==> config.mk <==
export PLATFORM = sky130hd
export DESIGN_NAME = lbpc_core
export DESIGN_NICKNAME = d
export VERILOG_FILES = /design/src/lbpc_pkg.sv /design/src/lbpc_rail_calc.sv /design/src/lbpc_core.sv
export SDC_FILE = /design/constraint.sdc
export NUM_CORES = 1
export LEC_CHECK = 0
export ABC_CLOCK_PERIOD_IN_PS = 5600
export BUFFER_PORTS_ARGS = -buffer_cell sky130_fd_sc_hd__buf_2
export CORE_MARGIN = 2
export CORE_UTILIZATION = 40
export CTS_CLUSTER_DIAMETER = 30
export CTS_CLUSTER_SIZE = 12
export DETAILED_ROUTE_END_ITERATION = 6
export PLACE_DENSITY = 0.7
export SLEW_MARGIN = 30
export SYNTH_ARGS = -nofsm -noshare
export SYNTH_HDL_FRONTEND = slang
export SYNTH_SLANG_ARGS = --single-unit
==> constraint.sdc <==
create_clock -name CLK -period 5.6 [get_ports CLK]
set_input_delay 0 -clock CLK [delete_from_list [all_inputs] [get_ports CLK]]
set_output_delay 0 -clock CLK [all_outputs]
set_load 0.02 [all_outputs]
==> src/lbpc_pkg.sv <==
package lbpc_pkg;

	// ----------------------------------------------------------------
	// Register indices (printed offsets are not all multiples of
	// four, so each is an index and the byte address is four times it).
	// ----------------------------------------------------------------
	localparam logic [7:0] IDX_MAIN_CFG = 8'h95;
	localparam logic [7:0] IDX_CLK_CFG = 8'h96;
	localparam logic [7:0] IDX_SEG_EN_A = 8'h97;
	localparam logic [7:0] IDX_VOLT_CFG = 8'h9c;
	localparam logic [7:0] IDX_SEG_PTR = 8'hac;
	localparam logic [7:0] IDX_SEG_DATA = 8'hae;
	localparam logic [7:0] IDX_FREEZE = 8'hb1;
	localparam logic [7:0] IDX_SEG_EN_B = 8'hed;
	localparam logic [7:0] IDX_POWER_CFG = 8'hf4;
	localparam logic [7:0] IDX_STATUS = 8'hf8;

	// ----------------------------------------------------------------
	// Field positions.
	// ----------------------------------------------------------------
	localparam int BIT_EXT_LADDER = 6;
	localparam int BIT_SLEEP_BLOCK = 4;
	localparam int BIT_DISP_EN = 7;
	localparam int BIT_REF_KEEP = 3;
	localparam int BIT_PTR_WRITE = 7;
	localparam int BIT_FREEZE = 0;
	localparam int CONTRAST_W = 6;
	localparam int BIT_BIAS_THIRD = 6;
	localparam int FRAME_DIV_LSB = 0;
	localparam int FRAME_DIV_W = 4;

	// ----------------------------------------------------------------
	// Reset values and sizes.
	// ----------------------------------------------------------------
	localparam logic [7:0] RST_BYTE = 8'h00;
	localparam int MEM_DEPTH = 15;
	localparam int FIXED_SEGS = 16;
	localparam int TOTAL_SEGS = 29;
	localparam int SEG_EN_BITS = 13;
	localparam logic [1:0] MUX_FOUR = 2'h3;
	localparam int LMUX_LSB = 0;
	localparam logic [31:0] UNMAPPED_READ = 32'h0000_0000;

	// ----------------------------------------------------------------
	// Bias rail outputs travel together.
	// ----------------------------------------------------------------
	typedef struct packed {
		logic [9:0] rail_a;
		logic [9:0] rail_b;
		logic [9:0] rail_c;
	} lbpc_rails_s;

	typedef enum logic [1:0] {
		LBPC_IDLE,
		LBPC_ACK
	} lbpc_bus_e;

endpackage : lbpc_pkg

==> src/lbpc_rail_calc.sv <==
// ------------------------------------------------------------------
// Bias rail arithmetic.
// ------------------------------------------------------------------
module lbpc_rail_calc #(
	parameter int REF_W = 8
) (
	input wire logic clk,
	input wire logic rst_n,
	input wire logic [REF_W-1:0] vref_code,
	input wire logic [5:0] contrast,
	input wire logic third_bias,
	input wire logic run,
	output lbpc_pkg::lbpc_rails_s rails
);

	// The product below is sized for a reference code of eight bits.
	if (REF_W < 1 || REF_W > 8) begin : g_ref_w_check
		$error("REF_W out of range");
	end

	logic [15:0] prod;
	logic [9:0] top;

	// Top rail scales reference by the contrast code plus one step. The
	// product keeps full width, so no contrast code wraps the rail to zero.
	always_comb begin
		prod = 16'(vref_code) * (16'(contrast) + 16'h0001);
		top = 10'(prod >> 6);
	end

	// Rails drop to zero when generation stops, so no charge is drawn.
	always_ff @(posedge clk) begin
		if (!rst_n || !run) begin
			rails <= '0;
		end else if (third_bias) begin
			rails.rail_c <= top;
			rails.rail_b <= 10'((top * 10'h002) / 10'h003);
			rails.rail_a <= 10'(top / 10'h003);
		end else begin
			rails.rail_c <= top;
			rails.rail_b <= 10'(top >> 1);
			rails.rail_a <= 10'(top >> 1);
		end
	end

endmodule : lbpc_rail_calc

==> src/lbpc_core.sv <==
// Contract
// Charge pump offers 64 contrast levels from six-bit field.
// Rails derive from reference, contrast field and bias fraction.
// Ladder select bit six resets to zero, selecting charge pump.
// With ladder selected, internal contrast has no effect on drive.
// In deepest sleep display on only when block bit 0, enable 1.
// Software sets reference keepalive bit before expecting sleep display.
// Settings and segment memory kept while display is off.
// First sixteen segment pins always display pins.
// Four-way mux uses all commons; shared pins act as commons.
// Higher segment pins become display only when enable bit set.
// 2048 Hz clock, four-way mux, divider all ones gives 64 Hz.
// Displayed image held unchanged while freeze bit set.
// Memory byte: odd line upper nibble, even line lower nibble.
// Pointer write with top bit copies data; clear loads data.
// Charge pump and display disabled switches generation off.
//
// Design decision made here: the Avalon-MM interface to the registers.
module lbpc_core #(
	parameter int REF_W = 8,
	parameter logic [REF_W-1:0] VREF_CODE = 8'hc0
) (
	input wire logic CLK,
	input wire logic RST_N,
	input wire logic [9:0] AVS_ADDRESS,
	input wire logic AVS_READ,
	input wire logic AVS_WRITE,
	input wire logic [31:0] AVS_WRITEDATA,
	input wire logic [3:0] AVS_BYTEENABLE,
	output logic [31:0] AVS_READDATA,
	output logic AVS_WAITREQUEST,
	input wire logic SLEEP_STATE,
	output logic DISPLAY_ON,
	output logic PUMP_RUN,
	output logic LADDER_SELECT,
	output logic [3:0] FRAME_DIV,
	output logic [3:0] COMMON_USED,
	output logic [28:0] SEGMENT_ACTIVE,
	output logic [3:0] SEG_STATE [0:28],
	output lbpc_pkg::lbpc_rails_s RAILS
);

	// Registers are one byte wide, so only an eight-bit code fits.
	if (REF_W != 8) begin : g_ref_w_check
		$error("REF_W must be 8");
	end

	// ----------------------------------------------------------------
	// Storage.
	// ----------------------------------------------------------------
	logic [7:0] main_cfg_r;
	logic [7:0] clk_cfg_r;
	logic [7:0] volt_cfg_r;
	logic [7:0] seg_en_a_r;
	logic [7:0] seg_en_b_r;
	logic [7:0] power_cfg_r;
	logic [7:0] freeze_r;
	logic [7:0] ptr_r;
	logic [7:0] data_r;
	logic [7:0] seg_mem [0:lbpc_pkg::MEM_DEPTH-1];
	logic [7:0] shown [0:lbpc_pkg::MEM_DEPTH-1];
	lbpc_pkg::lbpc_bus_e bus_r;
	logic [31:0] rdata_nxt;
	logic [7:0] idx;
	logic hit_wr;
	logic hit_rd;

	// Register index from the byte address.
	function automatic logic [7:0] word_index(input logic [9:0] a);
		word_index = a[9:2];
	endfunction : word_index

	// Byte lane zero carries every register.
	function automatic logic wr_to(input logic [7:0] reg_idx);
		wr_to = hit_wr && (idx == reg_idx) && AVS_BYTEENABLE[0];
	endfunction : wr_to

	assign idx = word_index(AVS_ADDRESS);
	assign hit_wr = AVS_WRITE && (bus_r == lbpc_pkg::LBPC_IDLE);
	assign hit_rd = AVS_READ && (bus_r == lbpc_pkg::LBPC_IDLE);

	// ----------------------------------------------------------------
	// Avalon handshake: one wait state, answer on the second edge.
	// ----------------------------------------------------------------
	always_ff @(posedge CLK) begin
		if (!RST_N) begin
			bus_r <= lbpc_pkg::LBPC_IDLE;
			AVS_WAITREQUEST <= 1'b1;
		end else begin
			case (bus_r)
			lbpc_pkg::LBPC_IDLE: begin
				if (AVS_READ || AVS_WRITE) begin
					bus_r <= lbpc_pkg::LBPC_ACK;
					AVS_WAITREQUEST <= 1'b0;
				end else begin
					AVS_WAITREQUEST <= 1'b1;
				end
			end
			lbpc_pkg::LBPC_ACK: begin
				bus_r <= lbpc_pkg::LBPC_IDLE;
				AVS_WAITREQUEST <= 1'b1;
			end
			default: begin
				bus_r <= lbpc_pkg::LBPC_IDLE;
				AVS_WAITREQUEST <= 1'b1;
			end
			endcase
		end
	end

	// ----------------------------------------------------------------
	// Plain configuration registers. None of them is touched by the
	// display going off, so the previous setup comes straight back.
	// ----------------------------------------------------------------
	always_ff @(posedge CLK) begin
		if (!RST_N) begin
			main_cfg_r <= lbpc_pkg::RST_BYTE;
			clk_cfg_r <= lbpc_pkg::RST_BYTE;
			volt_cfg_r <= lbpc_pkg::RST_BYTE;
			seg_en_a_r <= lbpc_pkg::RST_BYTE;
			seg_en_b_r <= lbpc_pkg::RST_BYTE;
			power_cfg_r <= lbpc_pkg::RST_BYTE;
			freeze_r <= lbpc_pkg::RST_BYTE;
		end else begin
			if (wr_to(lbpc_pkg::IDX_MAIN_CFG)) begin
				main_cfg_r <= AVS_WRITEDATA[7:0];
			end
			if (wr_to(lbpc_pkg::IDX_CLK_CFG)) begin
				clk_cfg_r <= AVS_WRITEDATA[7:0];
			end
			if (wr_to(lbpc_pkg::IDX_VOLT_CFG)) begin
				volt_cfg_r <= AVS_WRITEDATA[7:0];
			end
			if (wr_to(lbpc_pkg::IDX_SEG_EN_A)) begin
				seg_en_a_r <= AVS_WRITEDATA[7:0];
			end
			if (wr_to(lbpc_pkg::IDX_SEG_EN_B)) begin
				seg_en_b_r <= AVS_WRITEDATA[7:0];
			end
			if (wr_to(lbpc_pkg::IDX_POWER_CFG)) begin
				power_cfg_r <= AVS_WRITEDATA[7:0];
			end
			if (wr_to(lbpc_pkg::IDX_FREEZE)) begin
				freeze_r <= AVS_WRITEDATA[7:0];
			end
		end
	end

	// ----------------------------------------------------------------
	// Indirect segment memory through pointer and data registers.
	// The memory has no reset, which also keeps it across display off.
	// ----------------------------------------------------------------
	always_ff @(posedge CLK) begin
		if (!RST_N) begin
			ptr_r <= lbpc_pkg::RST_BYTE;
			data_r <= lbpc_pkg::RST_BYTE;
		end else if (wr_to(lbpc_pkg::IDX_SEG_PTR)) begin
			ptr_r <= AVS_WRITEDATA[7:0];
			if (!AVS_WRITEDATA[lbpc_pkg::BIT_PTR_WRITE]) begin
				data_r <= (AVS_WRITEDATA[3:0] < 4'(lbpc_pkg::MEM_DEPTH))
				    ? seg_mem[AVS_WRITEDATA[3:0]] : lbpc_pkg::RST_BYTE;
			end
		end else if (wr_to(lbpc_pkg::IDX_SEG_DATA)) begin
			data_r <= AVS_WRITEDATA[7:0];
		end
	end

	// Pointer write with the top bit set stores the data register.
	always_ff @(posedge CLK) begin
		if (wr_to(lbpc_pkg::IDX_SEG_PTR) &&
		    AVS_WRITEDATA[lbpc_pkg::BIT_PTR_WRITE] &&
		    (AVS_WRITEDATA[3:0] < 4'(lbpc_pkg::MEM_DEPTH))) begin
			seg_mem[AVS_WRITEDATA[3:0]] <= data_r;
		end
	end

	// Shadow copy drives the glass; it follows memory only while not
	// frozen, so a half-written image never reaches the pins.
	always_ff @(posedge CLK) begin
		if (!freeze_r[lbpc_pkg::BIT_FREEZE]) begin
			shown <= seg_mem;
		end
	end

	// Odd lines take the upper nibble, even lines the lower one.
	always_ff @(posedge CLK) begin
		for (int s = 0; s < lbpc_pkg::TOTAL_SEGS; s++) begin
			SEG_STATE[s] <= s[0] ? shown[s >> 1][7:4]
			    : shown[s >> 1][3:0];
		end
	end

	// ----------------------------------------------------------------
	// Pin function assignment.
	// ----------------------------------------------------------------
	logic [12:0] upper_en;
	logic four_way;
	assign upper_en = {seg_en_b_r[4:0], seg_en_a_r};
	assign four_way = main_cfg_r[lbpc_pkg::LMUX_LSB +: 2] == lbpc_pkg::MUX_FOUR;

	always_ff @(posedge CLK) begin
		if (!RST_N) begin
			SEGMENT_ACTIVE <= '0;
			COMMON_USED <= '0;
		end else begin
			SEGMENT_ACTIVE[lbpc_pkg::FIXED_SEGS-1:0] <= '1;
			SEGMENT_ACTIVE[28:16] <= upper_en;
			COMMON_USED <= four_way ? 4'hf : 4'h3;
			if (four_way) begin
				SEGMENT_ACTIVE[28:27] <= 2'h0;
			end
		end
	end

	// ----------------------------------------------------------------
	// Power and voltage control.
	// ----------------------------------------------------------------
	logic disp_en;
	logic disp_on_nxt;
	logic pump_nxt;
	assign disp_en = main_cfg_r[lbpc_pkg::BIT_DISP_EN];

	// In sleep the display also needs the reference kept alive.
	always_comb begin
		if (SLEEP_STATE) begin
			disp_on_nxt = !main_cfg_r[lbpc_pkg::BIT_SLEEP_BLOCK] && disp_en &&
			    power_cfg_r[lbpc_pkg::BIT_REF_KEEP];
		end else begin
			disp_on_nxt = disp_en;
		end
		pump_nxt = !volt_cfg_r[lbpc_pkg::BIT_EXT_LADDER] && disp_on_nxt;
	end

	always_ff @(posedge CLK) begin
		if (!RST_N) begin
			DISPLAY_ON <= 1'b0;
			PUMP_RUN <= 1'b0;
			LADDER_SELECT <= 1'b0;
			FRAME_DIV <= 4'h0;
		end else begin
			DISPLAY_ON <= disp_on_nxt;
			PUMP_RUN <= pump_nxt;
			LADDER_SELECT <= volt_cfg_r[lbpc_pkg::BIT_EXT_LADDER];
			FRAME_DIV <= clk_cfg_r[lbpc_pkg::FRAME_DIV_LSB +:
			    lbpc_pkg::FRAME_DIV_W];
		end
	end

	// Rails are forced to zero unless the pump runs, so the contrast
	// field has no effect with the ladder selected.
	lbpc_rail_calc #(
		.REF_W(REF_W)
	) u_rails (
		.clk(CLK),
		.rst_n(RST_N),
		.vref_code(VREF_CODE),
		.contrast(volt_cfg_r[lbpc_pkg::CONTRAST_W-1:0]),
		.third_bias(main_cfg_r[lbpc_pkg::BIT_BIAS_THIRD]),
		.run(pump_nxt),
		.rails(RAILS)
	);

	// ----------------------------------------------------------------
	// Read mux.
	// ----------------------------------------------------------------
	always_comb begin
		case (idx)
		lbpc_pkg::IDX_MAIN_CFG: rdata_nxt = {24'h0, main_cfg_r};
		lbpc_pkg::IDX_CLK_CFG: rdata_nxt = {24'h0, clk_cfg_r};
		lbpc_pkg::IDX_SEG_EN_A: rdata_nxt = {24'h0, seg_en_a_r};
		lbpc_pkg::IDX_VOLT_CFG: rdata_nxt = {24'h0, volt_cfg_r};
		lbpc_pkg::IDX_SEG_PTR: rdata_nxt = {24'h0, ptr_r};
		lbpc_pkg::IDX_SEG_DATA: rdata_nxt = {24'h0, data_r};
		lbpc_pkg::IDX_FREEZE: rdata_nxt = {24'h0, freeze_r};
		lbpc_pkg::IDX_SEG_EN_B: rdata_nxt = {24'h0, seg_en_b_r};
		lbpc_pkg::IDX_POWER_CFG: rdata_nxt = {24'h0, power_cfg_r};
		lbpc_pkg::IDX_STATUS: rdata_nxt = {29'h0, LADDER_SELECT, PUMP_RUN,
		    DISPLAY_ON};
		default: rdata_nxt = lbpc_pkg::UNMAPPED_READ;
		endcase
	end

	always_ff @(posedge CLK) begin
		if (!RST_N) begin
			AVS_READDATA <= '0;
		end else if (hit_rd) begin
			AVS_READDATA <= rdata_nxt;
		end
	end

endmodule : lbpc_core

=== Yosys cells after proc, flatten, opt, wreduce, memory -nomap -nowiden ===
Cells that the tools add are included.

* Register bits: 528
* Bits of input ports: 51
* Output and inout bits: 219
* Logic and storage cells: 160

* Add/subtract/negate cells: 1
* Multipliers: 1
* Div/mod/pow operators: 2
* $lt $le $gt $ge: 3
* Equality and inequality tests: 12
* Multiplexer cells: 16
* Bitwise operators: 3
* Reduce and logical (&&, ||, !) cells: 38

{| class="wikitable"
|+ Operators with widths
! cell !! count
|-
| 120-bit bitwise mux || 1
|-
| 8-bit equality test (second input constant) || 10
|-
| 8-bit case mux with 10 select lines || 1
|-
| 8-bit 2-to-1 mux || 7
|-
| 8-bit binary-select mux with 4-bit select || 1
|-
| 8-bit demux with 4-bit select || 1
|-
| 29-bit 2-to-1 mux || 1
|-
| 1-bit logical AND || 26
|-
| 10-bit by 2-bit divider with 10-bit output (second input constant) || 2
|-
| 2-bit by 16-bit multiplier with 10-bit output (first input constant) || 1
|-
| 16-bit 2-to-1 mux || 1
|-
| 6-bit by 1-bit adder with 7-bit output (second input constant) || 1
|-
| 5-bit greater-or-equal comparator (second input constant) || 1
|-
| 5-bit by 1-bit less-than comparator with 1-bit output (second input constant) || 1
|-
| 4-bit inverter with 5-bit output || 1
|-
| 1-bit zero test || 4
|-
| 4-bit less-than comparator (second input constant) || 1
|-
| 4-bit 2-to-1 mux || 1
|-
| 2-bit AND reduction || 2
|-
| 2-bit OR reduction || 2
|-
| 2-bit equality test (second input constant) || 1
|-
| 2-bit zero test || 1
|-
| 1-bit logical OR || 2
|-
| 1-bit 2-to-1 mux || 2
|-
| other kinds (3) || 4
|}

=== Depth between registers and ports, before layout ===
* Depth in word-level cells: 8
* Depth in mapped cells: 24
* Mapped depth without buffers: 21

=== Cells and area by module ===
Synthesis repeated with hierarchy kept, for this count alone.

* Cells, all modules: 1438
* Area total of the unflattened synthesis: 18993.2 um^2

{| class="wikitable"
|+ By module, submodules not included
! module !! instances !! cells an instance !! area each (um^2) !! sequential area each (um^2)
|-
| lbpc_core || 1 || 1017 || 15494.9 || 11511.0
|-
| lbpc_rail_calc || 1 || 421 || 3498.4 || 520.5
|}

=== Least setup slack after synthesis ===
OpenSTA, ideal clock, no wires.

* Kind: reg-to-reg
* Start point: register volt_cfg_r[0]
* End point: register u_rails.rails[10] (netlist name)
* Library setup time: 0.122 ns
* Arrival: 4.833 ns
* Required time: 5.478 ns
* Slack: 0.644 ns
* Cell stages (with the launch flop): 22
* Buffers on the path: 3
* Clock period less this slack: 4.956 ns
* Cell sequence: dfxtp_1 clkbuf_1 and3_1 xor2_1 ha_1 clkbuf_1 nand2b_1 nor4_1 a211o_2 buf_2 nor3_1 a2111o_1 a221oi_1 nor2_1 a31oi_4 xnor2_1 ha_1 inv_1 o311ai_0 or3b_1 a32oi_1 a21oi_1

* Word-level cells in the longest chain between the ends: 4

{| class="wikitable"
|+ Ends and longest elaborated chain
! item !! RTL line !! source
|-
| start: declaration || lbpc_core.sv:53 || <nowiki>logic [7:0] volt_cfg_r;</nowiki>
|-
| start signal: assignment || lbpc_core.sv:119 || <nowiki>volt_cfg_r <= lbpc_pkg::RST_BYTE;</nowiki>
|-
| start signal: assignment || lbpc_core.sv:132 || <nowiki>volt_cfg_r <= AVS_WRITEDATA[7:0];</nowiki>
|-
| 6-bit by 1-bit adder with 7-bit output * || lbpc_rail_calc.sv:27 || <nowiki>prod = 16'(vref_code) * (16'(contrast) + 16'h0001);</nowiki>
|-
| 2-bit by 16-bit multiplier with 10-bit output * || lbpc_rail_calc.sv:27 ||
|-
| 10-bit by 2-bit divider with 10-bit output || lbpc_rail_calc.sv:37 || <nowiki>rails.rail_b <= 10'((top * 10'h002) / 10'h003);</nowiki>
|-
| 29-bit 2-to-1 mux * || lbpc_rail_calc.sv:35 || <nowiki>end else if (third_bias) begin</nowiki>
|-
| end: declaration || lbpc_rail_calc.sv:13 || <nowiki>output lbpc_pkg::lbpc_rails_s rails</nowiki>
|}

Every way passes the cells marked *; elsewhere a longest branch is shown, timed or not.
A chain may end at the register's enable or synchronous reset.

=== Worst setup path after layout ===
Ends and elaborated chain as after synthesis.

==> metrics.md <==
| Metric | Value |
|---|---|
| Run status | complete, no violations |
| Share of cells above drive strength 1 | 28.8% |
| Skew final | around 44 ps |
| Synth-to-layout area growth | 27.0% |
| # nets final | around 1700 |
| Clock share of power | 57.5% |
| Leakage | 0.00820 uW |
| Ys async rst share | 0% |
| Crit Path Class | register to register |
| Largest net degree at the start of global routing | 60 |
| VDD IR max | 0.000271 V |
| Clk sinks | just under 500 |
| Origin of the critical flop-to-flop path | volt_cfg_r[0] |
| Actual slew at the worst max-slew pin | 983 ps |
| Required time worst endpoint | approximately 6100 ps |
| Number of routed nets with antenna violations | 0 |
| Gpl congestion | 0.884 |
| Bufs on Longest Clock Path | 3 |
| DRT Pass-1 Iters | 5 |
| Most frequent cell after synthesis | dfxtp_1 |
| Starting density of the core | between 40% and 50% |
| Most common flop cell mapped by yosys | dfxtp_1 |
| Final setup violation count | 0 |
| Critical-path cell list | ha_2 > xnor2_2 > clkinv_4 > ha_1 > a21o_1 > nor2_2 > or3_4 > a211oi_4 > buf_4 > a21oi_2 > o21ai_0 > o2111ai_1 > a221oi_1 > a311oi_2 > buf_4 > a31oi_4 > xnor2_1 > ha_1 > inv_1 > o311ai_0 > or3b_1 > a32oi_1 > a21oi_1 |
| Post-Synthesis Cells | ~1300 |
| Hold Startpoint | AVS_ADDRESS[5] |
| Fin crit share | 95.2% |
| Combinational power share | 1.7% |
| Crit path arrival time | 5830 ps |
| Cell area after synthesis | 17800 um^2 |
| Type of origin of the critical path | register |
| Final Slew Violations | 0 |
| Sequential share of the synthesized area | 67.5% |
| #FFs+latches synth | just under 500 |
| Largest area contributor in the netlist | edfxtp_1 |
| Total CTS buffers | 85 |
| Tmin final | 5330 ps |
| Top fanout value on the critical path | 7 |
| Post-synth top cells | dfxtp_1 (247), edfxtp_1 (236), nand2_1 (109) |
| Via Count | 11960 |
| Die Ht | 215 um |
| Yosys warns | 0 |
| Max-slew headroom | 34.2% |
| First-pass GRT wire length | 71200 um |
| Part of the power in registers | 40.8% |
| CP peak stage delay | 430 ps |
| Core area | 44100 um^2 |
| CTS tree | done |
| Area share of the largest cell type after synthesis | 39.8% |
| Die area | 46300 um^2 |
| DR vias/cell | 5.25 |
| P_sw | 2010 uW |
| WL final | approximately 46000 um |
| PwrDens | 398 nW/um^2 |
| Avg Synthesized Cell Area | around 13 um^2 |
| Reg clk slew, reported paths | 50 ps |
| Tot GR Track Use | roughly 20% |
| Setup TNS | 0 ps |
| Number of flops mapped to enable cells by yosys | 236 |
| Critical path endpoint category | register |
| Net Sw Frac | roughly 22% |
| Vias in the first global route | ~12000 |
| Clk_lat worst skew | 620 ps |
| HP Class | input pin to register |
| Clk root buf | clkbuf_16 |
| DRC viols | 0 |
| Layout filler cell count | 3759 |
| Number of max-cap violations | 0 |
| Fmax | between 150 and 200 MHz |
| R2R setup slack | 270 ps |
| Ant diodes | 0 |
| Crit path from | volt_cfg_r[0] |
| Hold Slack | between 40 and 50 ps |
| Antenna violations before repair | 2 |
| Row cnt | 77 |
| H-tree depth | 3 |
| # IOs | 270 |
| PortBufs | 212 |
| Horiz. Die Dim | 215 um |
| Pint | 7010 uW |
| DRT iter0 DRCs | 1065 |
| Place WS | around 160 ps |
| Worst setup margin | 266 ps |
| Max stage delay cell, worst path | dfxtp_1 |
| Unique masters post-synth | 92 |
| DP HPWL | 30400 um |
| WL/cell | 20.4 um |
| Total grt overflow | 0 |
| Top cells by area, synth | edfxtp_1 (40%), dfxtp_1 (28%), mux4_2 (4.0%) |
| Final hold vios | 0 |
[layer usage]
layer / vias to the layer above / track usage (%) / wire length (um)
met5: - / 0 / 12
met4: 2 / 7.49 / 1040
met3: 70 / 4.25 / 3090
met2: 468 / 33.3 / 23100
met1: 5940 / 25.6 / 19200
li1: 5480 / - / -
[cell type report]
type,instances,area [um^2],area share (%)
clock inverters,51,569,2.51
inverters,24,100,0.442
multi-input cells,754,5270,23.3
well taps,592,741,3.27
clock buffers,108,2430,10.7
flip-flops and latches,483,12000,53.2
repair buffers,265,1500,6.62
[placed cells by master, fill, tap and decap left out, drive strengths merged, types with 11 or more instances in the layout]
| cell type | instances |
|---|---|
| mux2i | 53 |
| dlygate4sd3 | 16 |
| and3 | 11 |
| inv | 39 |
| ha | 12 |
| a211oi | 11 |
| edfxtp | 236 |
| clkbuf | 108 |
| dfxtp | 247 |
| nor2 | 103 |
| and2 | 21 |
| nand2 | 109 |
| xnor2 | 11 |
| a21oi | 79 |
| nand3 | 47 |
| nor2b | 14 |
| a221oi | 12 |
| nor3 | 24 |
| conb | 28 |
| o21ai | 42 |
| mux4 | 32 |
| a31oi | 16 |
| clkinv | 26 |
| buf | 249 |
[cell families after synthesis]
| group | after synthesis | share of synthesized area (%) |
|---|---|---|
| buffers and inverters | 135 | 3.89 |
| adder cells (fa/ha/maj) | 13 | 0.899 |
| multiplexers | 87 | 7.15 |
| XOR/XNOR | 16 | 1.05 |
| AO/OA/AOI/OAI | 242 | 9.52 |
| flip-flops | 483 | 67.5 |
| AND/OR/NAND/NOR | 368 | 9.96 |
| other | 1 | 0.0210 |
[metrics by stage]
step	instance area, um^2	power, uW	utilization (%)	std cells
CTS	22500	9090	51.1	2271
global placement	19400	3900	43.9	2096
finish	22600	9020	51.3	2277
floorplan	17900	3870	-	1372
global route	22600	9290	51.3	2277
detailed placement	19400	3900	43.9	2096
[repair_timing]
action | CTS | global route
endpoints found under the hold margin | 63 | 0
hold buffers | 16 | 0
setup endpoints to repair | 0 | 3
setup buffers | 0 | 6
resized for setup | 0 | 12
[worst max-delay path: cells and delay by family (launching register included)]
family,cells,cell delay (ps)
AO/OA/AOI/OAI,11,2230
AND/OR/NAND/NOR,3,850
adder cells (fa/ha/maj),3,800
buffers and inverters,4,600
flip-flops,1,430
XOR/XNOR,2,280
[power groups by stage]
stage / combinational, uW / clock, uW / sequential (uW)
global placement: 146 / 0 / 3750
detailed placement: 147 / 0 / 3750
global route: 164 / 5440 / 3680
CTS: 156 / 5260 / 3680
floorplan: 118 / 0 / 3750
finish: 156 / 5180 / 3680
[registers in the layout, indices dropped and copies added, names as in the netlist, 14 cells and up]
name            count
SEGMENT_ACTIVE     14
u_rails.rails      26
shown             116
seg_mem           120
SEG_STATE         116
[path summary, 6_finish.rpt]
path,end,cells past startpoint
max,u_rails.rails[10],23
min,volt_cfg_r[3],6
max reg2reg,u_rails.rails[10],23
min reg2reg,SEG_STATE[17],0
Note: power is estimated with default switching activity, not from simulation.
